--- src/ffda_params.svh ---
// offsets, field positions and reset values of the fault flag block
// assumes inclusion by bare name from the package and the top module
`ifndef FFDA_PARAMS_SVH
`define FFDA_PARAMS_SVH

// ********************************
// register offsets
// ********************************
`define FFDA_ADDR_LOD 8'h18
`define FFDA_ADDR_SUM 8'h19
`define FFDA_ADDR_RNG1 8'h1A
`define FFDA_ADDR_RNG2 8'h1B
`define FFDA_ADDR_RNG3 8'h1C
`define FFDA_ADDR_SYNC 8'h1D
`define FFDA_ADDR_MISC 8'h1E
`define FFDA_ADDR_MASK 8'h2A
`define FFDA_ADDR_FILT 8'h2B

// ********************************
// reset values
// ********************************
`define FFDA_RST_MASK 8'h00
`define FFDA_RST_FILT 8'h00

// ********************************
// summary and mask bit positions
// ********************************
`define FFDA_SUM_CM 0
`define FFDA_SUM_RAIL 1
`define FFDA_SUM_SUPPLY 2
`define FFDA_SUM_DETACH 3
`define FFDA_SUM_CH1 4
`define FFDA_SUM_SYNC 7

// ********************************
// channel range, misc and filter fields
// ********************************
`define FFDA_RNG_SIGN 5
`define FFDA_RNG_DIFF_HIGH 6
`define FFDA_MISC_CM 0
`define FFDA_MISC_RAIL 1
`define FFDA_MISC_SUPPLY 2
`define FFDA_FILT_LO_LSB 0
`define FFDA_FILT_HI_LSB 4
`define FFDA_FILT_FIELD_W 4

`endif

--- src/ffda_fault_alarm_tail.sv ---
`timescale 1ns/1ps

--- src/ffda_pkg.sv ---
// types shared by the fault flag block
// assumes the params header sits in the same folder
package ffda_pkg;
  `include "ffda_params.svh"
  typedef logic [7:0] ffda_byte_type;
  typedef logic [`FFDA_FILT_FIELD_W-1:0] ffda_count_type;
endpackage

--- src/ffda_fault_alarm.sv ---
// fault debounce, clear-on-read error registers and open-drain alarm
// assumes raw faults, oscillator and register strobes are synchronous to core_clk
`timescale 1ns/1ps
module ffda_fault_alarm
  import ffda_pkg::*;
#(
  parameter int LOD_W = 6,
  parameter int NCH = 3
) (
  // clock and reset
  input wire logic core_clk,
  input wire logic reset_n,
  // filter oscillator, sampled
  input wire logic osc_clk,
  // raw analog fault indications
  input wire logic [LOD_W-1:0] detach_raw,
  input wire logic [NCH-1:0][4:0] range_raw,
  input wire logic [NCH-1:0] diff_high_raw,
  input wire logic [NCH-1:0] sign_raw,
  input wire logic cm_range_raw,
  input wire logic near_rail_raw,
  input wire logic supply_low_raw,
  // sync fault events
  input wire logic phase_adjust,
  input wire logic [NCH-1:0] timing_realign,
  // register port
  input wire logic [7:0] reg_addr,
  input wire logic reg_wr,
  input wire logic reg_rd,
  input wire ffda_byte_type reg_wdata,
  output ffda_byte_type reg_rdata,
  output logic reg_rvalid,
  // open-drain alarm
  output logic fault_irq_n_o,
  output logic fault_irq_n_oe
);

  // ********************************
  // filter vector layout
  // ********************************
  localparam int CHW = 6;
  localparam int MB = LOD_W + CHW * NCH;
  localparam int FN = MB + 3;

  logic osc_q_r;
  logic tick;
  logic [FN-1:0] raw_vec;
  logic [FN-1:0] flt_r, flt_nxt;
  ffda_count_type cnt_r [FN];
  ffda_count_type cnt_nxt [FN];
  ffda_byte_type mask_r, mask_nxt, filt_r, filt_nxt;
  logic [LOD_W-1:0] lod_r, lod_nxt;
  ffda_byte_type range_r [NCH];
  ffda_byte_type range_nxt [NCH];
  logic [NCH:0] sync_r, sync_nxt, sync_ev;
  logic [2:0] misc_r, misc_nxt;
  ffda_byte_type sum_r, sum_nxt, cond, cond_r, new_v;
  ffda_byte_type rdata_nxt;
  logic oe_nxt;

  // ********************************
  // raw fault gathering
  // ********************************
  always_comb begin
    raw_vec[LOD_W-1:0] = detach_raw;
    for (int c = 0; c < NCH; c++) begin
      raw_vec[LOD_W+CHW*c +: CHW] = {diff_high_raw[c], range_raw[c]};
    end
    raw_vec[MB+`FFDA_MISC_CM] = cm_range_raw;
    raw_vec[MB+`FFDA_MISC_RAIL] = near_rail_raw;
    raw_vec[MB+`FFDA_MISC_SUPPLY] = supply_low_raw;
  end

  // ********************************
  // debounce filters
  // ********************************
  // falling edge of the sampled oscillator is the filter clock
  assign tick = osc_q_r & ~osc_clk;

  always_comb begin
    ffda_count_type lim;
    lim = '0;
    for (int i = 0; i < FN; i++) begin
      cnt_nxt[i] = cnt_r[i];
      flt_nxt[i] = flt_r[i];
      lim = (i < LOD_W) ? filt_r[`FFDA_FILT_LO_LSB +: `FFDA_FILT_FIELD_W]
                        : filt_r[`FFDA_FILT_HI_LSB +: `FFDA_FILT_FIELD_W];
      if (!raw_vec[i]) begin
        cnt_nxt[i] = '0;
        flt_nxt[i] = 1'b0;
      end else if (tick) begin
        // code n passes on the (n+1)th active tick
        if (cnt_r[i] >= lim) begin
          flt_nxt[i] = 1'b1;
        end else begin
          cnt_nxt[i] = ffda_count_type'(cnt_r[i] + 4'h1);
        end
      end
    end
  end

  always_ff @(posedge core_clk or negedge reset_n) begin
    if (!reset_n) begin
      osc_q_r <= 1'b0;
      flt_r <= '0;
      for (int i = 0; i < FN; i++) begin
        cnt_r[i] <= '0;
      end
    end else begin
      osc_q_r <= osc_clk;
      flt_r <= flt_nxt;
      cnt_r <= cnt_nxt;
    end
  end

  // ********************************
  // error registers
  // ********************************
  function automatic logic rd_hit(input logic [7:0] a);
    rd_hit = reg_rd && (reg_addr == a);
  endfunction

  assign sync_ev = {timing_realign, phase_adjust};

  always_comb begin
    logic clr;
    logic [CHW-1:0] f;
    clr = 1'b0;
    f = '0;
    // set wins over the read clear so no fault slips between
    lod_nxt = (rd_hit(`FFDA_ADDR_LOD) ? '0 : lod_r) | flt_r[LOD_W-1:0];
    misc_nxt = (rd_hit(`FFDA_ADDR_MISC) ? 3'h0 : misc_r) | flt_r[MB +: 3];
    sync_nxt = (rd_hit(`FFDA_ADDR_SYNC) ? '0 : sync_r) | sync_ev;
    for (int c = 0; c < NCH; c++) begin
      clr = rd_hit(8'(`FFDA_ADDR_RNG1 + c));
      f = flt_r[LOD_W+CHW*c +: CHW];
      range_nxt[c] = clr ? 8'h00 : range_r[c];
      // compare against the post-clear bit so a read never loses the sign
      if (f[5] && !range_nxt[c][`FFDA_RNG_DIFF_HIGH]) begin
        range_nxt[c][`FFDA_RNG_SIGN] = sign_raw[c];
      end
      range_nxt[c][4:0] = range_nxt[c][4:0] | f[4:0];
      range_nxt[c][`FFDA_RNG_DIFF_HIGH] = range_nxt[c][`FFDA_RNG_DIFF_HIGH] | f[5];
    end
  end

  // ********************************
  // summary, new fault detect, alarm
  // ********************************
  always_comb begin
    cond = '0;
    cond[`FFDA_SUM_CM] = flt_r[MB+`FFDA_MISC_CM];
    cond[`FFDA_SUM_RAIL] = flt_r[MB+`FFDA_MISC_RAIL];
    cond[`FFDA_SUM_SUPPLY] = flt_r[MB+`FFDA_MISC_SUPPLY];
    cond[`FFDA_SUM_DETACH] = |flt_r[LOD_W-1:0];
    for (int c = 0; c < NCH; c++) begin
      cond[`FFDA_SUM_CH1+c] = |flt_r[LOD_W+CHW*c +: CHW];
    end
    cond[`FFDA_SUM_SYNC] = |sync_ev;
    // edges only: a persisting fault cannot re-arm the alarm
    new_v = cond & ~cond_r;
    sum_nxt = (rd_hit(`FFDA_ADDR_SUM) ? 8'h00 : sum_r) | new_v;
    oe_nxt = |(sum_nxt & ~mask_r);
  end

  // ********************************
  // register port
  // ********************************
  always_comb begin
    mask_nxt = mask_r;
    filt_nxt = filt_r;
    if (reg_wr && reg_addr == `FFDA_ADDR_MASK) begin
      mask_nxt = reg_wdata;
    end
    if (reg_wr && reg_addr == `FFDA_ADDR_FILT) begin
      filt_nxt = reg_wdata;
    end
    rdata_nxt = reg_rdata;
    if (reg_rd) begin
      unique case (reg_addr)
        `FFDA_ADDR_LOD: rdata_nxt = 8'(lod_r);
        `FFDA_ADDR_SUM: rdata_nxt = sum_r;
        `FFDA_ADDR_RNG1: rdata_nxt = range_r[0];
        `FFDA_ADDR_RNG2: rdata_nxt = range_r[1];
        `FFDA_ADDR_RNG3: rdata_nxt = range_r[2];
        `FFDA_ADDR_SYNC: rdata_nxt = 8'(sync_r);
        `FFDA_ADDR_MISC: rdata_nxt = 8'(misc_r);
        `FFDA_ADDR_MASK: rdata_nxt = mask_r;
        `FFDA_ADDR_FILT: rdata_nxt = filt_r;
        default: rdata_nxt = 8'h00;
      endcase
    end
  end

  always_ff @(posedge core_clk or negedge reset_n) begin
    if (!reset_n) begin
      lod_r <= '0;
      misc_r <= '0;
      sync_r <= '0;
      for (int c = 0; c < NCH; c++) begin
        range_r[c] <= 8'h00;
      end
      sum_r <= 8'h00;
      cond_r <= 8'h00;
      mask_r <= `FFDA_RST_MASK;
      filt_r <= `FFDA_RST_FILT;
      reg_rdata <= 8'h00;
      reg_rvalid <= 1'b0;
      fault_irq_n_o <= 1'b0;
      fault_irq_n_oe <= 1'b0;
    end else begin
      lod_r <= lod_nxt;
      misc_r <= misc_nxt;
      sync_r <= sync_nxt;
      range_r <= range_nxt;
      sum_r <= sum_nxt;
      cond_r <= cond;
      mask_r <= mask_nxt;
      filt_r <= filt_nxt;
      reg_rdata <= rdata_nxt;
      reg_rvalid <= reg_rd;
      // open drain: the pin only ever pulls low
      fault_irq_n_o <= 1'b0;
      fault_irq_n_oe <= oe_nxt;
    end
  end

  // ********************************
  // assertions
  // ********************************
  int unsigned act_cnt;
  always_ff @(posedge core_clk or negedge reset_n) begin
    if (!reset_n) begin
      act_cnt <= 0;
    end else if (!supply_low_raw) begin
      act_cnt <= 0;
    end else if (tick && act_cnt < 32) begin
      act_cnt <= act_cnt + 1;
    end
  end
endmodule

--- config.mk ---
export PLATFORM = sky130hd
export DESIGN_NAME = ffda_fault_alarm
export DESIGN_NICKNAME = d
export VERILOG_FILES = /design/src/ffda_fault_alarm_tail.sv /design/src/ffda_pkg.sv /design/src/ffda_fault_alarm.sv
export VERILOG_INCLUDE_DIRS = /design/src
export SDC_FILE = /design/constraint.sdc
export NUM_CORES = 1
export LEC_CHECK = 0
export BUFFER_PORTS_ARGS = -buffer_cell sky130_fd_sc_hd__buf_4
export CORE_ASPECT_RATIO = 1.5
export CORE_MARGIN = 2
export CORE_UTILIZATION = 60
export CTS_CLUSTER_DIAMETER = 200
export DETAILED_ROUTE_END_ITERATION = 10
export PLACE_DENSITY = 0.79
export SLEW_MARGIN = 5
export SYNTH_ARGS = -nofsm -noshare
export SYNTH_HDL_FRONTEND = slang
export SYNTH_SLANG_ARGS = --single-unit
--- constraint.sdc ---
create_clock -name core_clk -period 8.09 [get_ports core_clk]
set_input_delay 1.618 -clock core_clk [delete_from_list [all_inputs] [get_ports core_clk]]
set_output_delay 1.618 -clock core_clk [all_outputs]
set_load 0.005 [all_outputs]
After elaboration in Yosys (flattened, before gate mapping)
Cells that the tools add are included.

storage, ports and cells
  word-level logic and storage cells = 482
  register bits after elaboration = 212
  output and inout port bits = 11

cells by class
  bitwise operators = 16
  $lt $le $gt $ge = 27
  reduce and logical (&&, ||, !) cells = 78
  mux-type cells = 173
  eq/ne operators = 90
  add/sub/neg operators = 27

operators with widths
  operator                                                                count
  4-bit two-way mux                                                       82
  4-bit by 1-bit adder with 4-bit output (second input constant)          27
  4-bit greater-or-equal comparator                                       27
  2-bit by 1-bit != test with 1-bit output (second input constant)        54
  2-bit AND reduction                                                     54
  1-bit two-way mux                                                       84
  8-bit one-hot mux with 9 select lines                                   1
  8-bit by 5-bit equality test with 1-bit output (second input constant)  7
  2-bit != test (second input constant)                                   27
  6-bit OR reduction                                                      4
  7-bit two-way mux                                                       3
  8-bit AND                                                               2
  8-bit by 6-bit equality test with 1-bit output (second input constant)  2
  8-bit inverter                                                          2
  5-bit OR                                                                3
  1-bit logical AND                                                       12
  8-bit two-way mux                                                       1
  8-bit OR                                                                1
  8-bit OR reduction                                                      1
  6-bit two-way mux                                                       1
  6-bit OR                                                                1
  2-bit nonzero test                                                      3
  4-bit OR                                                                1
  4-bit OR reduction                                                      1
  other kinds (6)                                                         10

Logic depth before layout (Yosys ltp)
  depth after elaboration = 6
  gate-level depth with buffers = 8
  mapped depth without buffers = 7

Worst setup path after synthesis
Ideal clock, no wire load.

  path type = input port to flip-flop
  start = input port reg_addr[5]
  end = register fault_irq_n_oe
  data arrival time = 3246 ps
  data required time = 7959 ps
  setup slack = 4713 ps
  cell stages on the path = 6
  path through = or4b_1 > buf_2 > o31ai_2 > a21oi_1 > a2111o_1 > or3_1

on the way
  word-level cells in the longest chain between the ends = 6

ends and longest elaborated chain
  element                                         RTL line                 source
  start, declared                                 ffda_fault_alarm.sv:27   input wire logic [7:0] reg_addr,
  8-bit by 5-bit equality test with 1-bit output  ffda_fault_alarm.sv:120  rd_hit = reg_rd && (reg_addr == a);
  1-bit logical AND                               ffda_fault_alarm.sv:120
  8-bit two-way mux                               ffda_fault_alarm.sv:162  sum_nxt = (rd_hit(`FFDA_ADDR_SUM) ? 8'h00 : sum_r) | new_v;
  8-bit OR                                        ffda_fault_alarm.sv:162
  8-bit AND                                       ffda_fault_alarm.sv:163  oe_nxt = |(sum_nxt & ~mask_r);
  8-bit OR reduction                              ffda_fault_alarm.sv:163
  net oe_nxt                                      ffda_fault_alarm.sv:59   logic oe_nxt;
  end signal, assigned                            ffda_fault_alarm.sv:224  fault_irq_n_oe <= oe_nxt;
  end, declared                                   ffda_fault_alarm.sv:35   output logic fault_irq_n_oe

The timed path passes the listed nets, and every way through them passes these cells.
A chain may end at the register's enable or synchronous reset.

Worst setup path after layout
Ends and elaborated chain as after synthesis.

==> flow_summary.json <==
{
  "final_core_utilization_pct": 68.2,
  "clock_skew_ns": 0.0129,
  "ctsRootBufferMaster": "sky130_fd_sc_hd__clkbuf_16",
  "critPathTopFamily": "simple AND/OR/NAND/NOR gates",
  "min_from": "flt_r[24]",
  "max-clock-path-buffers": 3,
  "path_clk_slew_ns": 0.07,
  "grt_antenna_before_repair": 0,
  "setup_total_negative_slack_ns": 0,
  "timing.fmax_mhz": 298,
  "rsz0062_at_grt": "false",
  "rows": 63,
  "grt_pass1_wl_mm": 45.3,
  "holdCritPathClass": "register to register",
  "yosys_register_bits": 212,
  "grt_pass1_vias": 9462,
  "ratio_of_cells_with_drive_above_1_in_the_final_layout_pct": 11.3,
  "seqPwrFrac_pct": 47.4,
  "power_leakage_nw": 6.74,
  "cts_hold_repair.buffers": 0,
  "switching_share_pct": 24.8,
  "post_cts_resized": 0,
  "io_pins": 66,
  "final.period_utilization_pct": 41.5,
  "internal_power_mw": 1.77,
  "final.fill_count": 1586,
  "tritoncts_num_sinks": 212,
  "final_net_count": 1407,
  "routed_wire_length_per_instance_um": 18.3,
  "drc_errors": 0,
  "synth.yosys.warnings": 0,
  "regToRegStartpoint": "filt_r[5]",
  "setup.reg_to_reg.worst_slack_ns": 4.88,
  "finalWeightedCongestion": 0.970,
  "yosys_most_used_dff": "sky130_fd_sc_hd__dfrtp_1",
  "critical_path.reg2reg.endpoint": "cnt_r[79]",
  "mappedNetlistNets": 1339,
  "synth_area_leaders": "sky130_fd_sc_hd__dfrtp_1 (45%), sky130_fd_sc_hd__ha_1 (14%), sky130_fd_sc_hd__nor2_1 (3.2%)",
  "skew_pair_late_insertion_delay_ns": 0.51,
  "multi_input_comb_area_um2": 6230,
  "area_growth_pct": 12.4,
  "timing.max_cap.violations": 0,
  "max-slew-margin-rel_pct": 25.2,
  "power.clock.fraction_pct": 42.1,
  "vdd_ir_drop_max_v": 0.000156,
  "fin_total_pwr_mw": 2.35,
  "setup_viol_count_final": 0,
  "slowest_stage_delay_on_critical_path_ns": 0.81,
  "start_util_pct": 60.7,
  "worst_hold_path_cells": 0,
  "hpwlAfterDp_mm": 19.2,
  "synth_sequential_area_ratio_pct": 44.7,
  "routed_via_density": 6.08,
  "timing_worst_slew_pin_value_ns": 1.12,
  "groute.usage.overall_pct": 26.6,
  "tritoncts": "done",
  "hold_end": "cond_r[0]",
  "synth_top_area_share_pct": 44.7,
  "yosys.cell_types.count": 56,
  "worst_ep_arrival_time_ns": 3.74,
  "drt_pre_antenna_iters": 7,
  "synth_top_area_cell": "sky130_fd_sc_hd__dfrtp_1",
  "post_synth_inst_count": 1149,
  "final-seq-area_um2": 5310,
  "design.die.area_um2": 20900,
  "async_reset_ff_share_pct": 100,
  "fin_hold_viols": 0,
  "worstSetupStartpointType": "input port",
  "met3_length_mm": 1.16,
  "final_max_tran_viols": 0,
  "route.layer.met1.wl_mm": 10.7,
  "slowest_stage": "sky130_fd_sc_hd__or4b_1",
  "detail_route.iter0.violations": 618,
  "pin_count_of_the_biggest_net_entering_global_routing": 102,
  "period_needed_ns": 3.36,
  "cts_setup_buffers": 0,
  "topRoutingLayerUsed": "met4",
  "io_buffer_count": 64,
  "max_h_tree_level": 1,
  "grt_overflow_total": 0,
  "critical_path.n_buffers_inverters": 1,
  "cts_made_buffers": 21,
  "path_max_fanout": 15,
  "worst_path_class_setup": "input port to register",
  "route.antenna.remaining_nets": 0,
  "post_synth_edffs": 0,
  "chipWidth_um": 119,
  "vias": 9075,
  "avgSynthCellArea_um2": 10.3,
  "die_y_um": 176,
  "powerDensity_nw_per_um2": 176,
  "rr_worst_depth": 6,
  "totalWireLength_mm": 27.3,
  "num_antenna_cells": 0,
  "met2WireLength_mm": 13.9,
  "critPathRequiredTime_ns": 8.47,
  "outcome": "finished, final reports clean",
  "cp-end-kind": "register",
  "net-switching-power_mw": 0.584,
  "share_comb_of_total_power_pct": 10.5,
  "post_synth_instance_area_um2": 11900,
  "path_cells": "buf_4 > or4b_1 > o31ai_2 > a21oi_1 > a2111o_1 > or3_1",
  "coreArea_um2": 19500
}
==> state kept, by name, indices dropped and copies added (netlist names), 4 cells and up <==
| register | flops |
|---|---|
| cnt_r | 108 |
| flt_r | 27 |
| range_r | 21 |
| cond_r | 8 |
| filt_r | 8 |
| mask_r | 8 |
| reg_rdata | 8 |
| sum_r | 8 |
| lod_r | 6 |
| sync_r | 4 |
==> cells in the mapped netlist, drive strengths merged, types with 3 or more instances <==
cell     number
nand3b        3
o21a          9
or3          41
o211ai       30
o31ai         4
nor3         29
nor2        100
nor2b        14
a221oi        7
ha          135
or2          19
a211oi        4
clkbuf       19
o21ai        76
mux2         10
a22oi         9
nand2        28
nand3        40
a2111oi      27
a21oi        49
nand2b       33
mux2i        30
inv          62
o2bb2ai       5
a211o         3
xor2         18
and2         18
nand4         5
or4           3
a21boi       10
buf           7
dfrtp       212
xnor2        36
a21o         29
==> cell usage in the layout (no fill, tap or decap), types with 9 or more instances in the layout <==
cell,synthesis,layout
sky130_fd_sc_hd__a2111oi_1,25,25
sky130_fd_sc_hd__a21boi_0,10,10
sky130_fd_sc_hd__a21o_1,29,29
sky130_fd_sc_hd__a21oi_1,49,49
sky130_fd_sc_hd__a22oi_1,9,9
sky130_fd_sc_hd__and2_1,18,18
sky130_fd_sc_hd__buf_4,1,70
sky130_fd_sc_hd__clkbuf_16,0,21
sky130_fd_sc_hd__dfrtp_1,212,212
sky130_fd_sc_hd__ha_1,135,135
sky130_fd_sc_hd__inv_1,62,62
sky130_fd_sc_hd__mux2_2,10,10
sky130_fd_sc_hd__mux2i_1,30,30
sky130_fd_sc_hd__nand2_1,28,28
sky130_fd_sc_hd__nand2b_1,33,33
sky130_fd_sc_hd__nand3_1,40,40
sky130_fd_sc_hd__nor2_1,100,100
sky130_fd_sc_hd__nor2b_1,14,13
sky130_fd_sc_hd__nor3_1,29,29
sky130_fd_sc_hd__o211ai_1,30,30
sky130_fd_sc_hd__o21a_1,9,9
sky130_fd_sc_hd__o21ai_0,74,74
sky130_fd_sc_hd__or2_2,19,19
sky130_fd_sc_hd__or3_1,41,41
sky130_fd_sc_hd__xnor2_1,36,36
sky130_fd_sc_hd__xor2_1,18,18
==> logic make-up after synthesis <==
logic type,after synthesis,share of synthesized area (%)
AO/OA/AOI/OAI,277,15.8
XOR/XNOR,54,3.99
adder cells (fa/ha/maj),135,14.2
buffers and inverters,88,2.85
flip-flops,212,44.7
multiplexers,40,3.48
other,1,0.0316
AND/OR/NAND/NOR,342,14.8
==> area by class of cell <==
cell class,count,share of cell area (%)
repair buffers,71,4.05
well taps,260,2.44
inverters,62,1.75
multi-input cells,849,46.8
clock inverters,8,0.723
flip-flops and latches,212,39.8
clock buffers,30,4.50
==> worst max path at each step <==
stage           startpoint              to  slack [ns]  cells past startpoint
2_1_floorplan  reg_addr[5]  fault_irq_n_oe        4.71                      6
3_3_place_gp   reg_addr[5]  fault_irq_n_oe        4.32                      6
3_5_place_dp   reg_addr[5]  fault_irq_n_oe        4.27                      6
4_1_cts        reg_addr[5]  fault_irq_n_oe        4.77                      6
5_1_grt        reg_addr[5]      range_r[5]        4.66                      6
6_report       reg_addr[5]  fault_irq_n_oe        4.73                      6
==> layer usage <==
metal / GRT usage (%) / vias to the layer above
met5: 0 / -
met4: 14.7 / 0
met3: 3.68 / 104
met2: 48.0 / 266
met1: 30.2 / 4402
li1: - / 4303
==> power by group through the flow <==
stage | Clock (mW) | Combinational, mW | Sequential [mW]
final | 0.990 | 0.247 | 1.12
after detailed placement | 0 | 0.246 | 1.13
after floorplan | 0 | 0.152 | 1.13
after global placement | 0 | 0.236 | 1.13
after global routing | 1.05 | 0.281 | 1.12
after CTS | 1.01 | 0.250 | 1.11
==> stage by stage <==
step	setup WS (ns)	hold slack (ns)	instances	instance area [um2]
finish	4.73	0.374	1492	13300
global route	4.66	0.389	1492	13300
CTS	4.77	0.377	1492	13300
detailed placement	4.27	0.363	1454	12600
global placement	4.32	0.356	1454	12600
floorplan	4.71	0.354	1149	11900
Power figures use the tool's default switching activity.
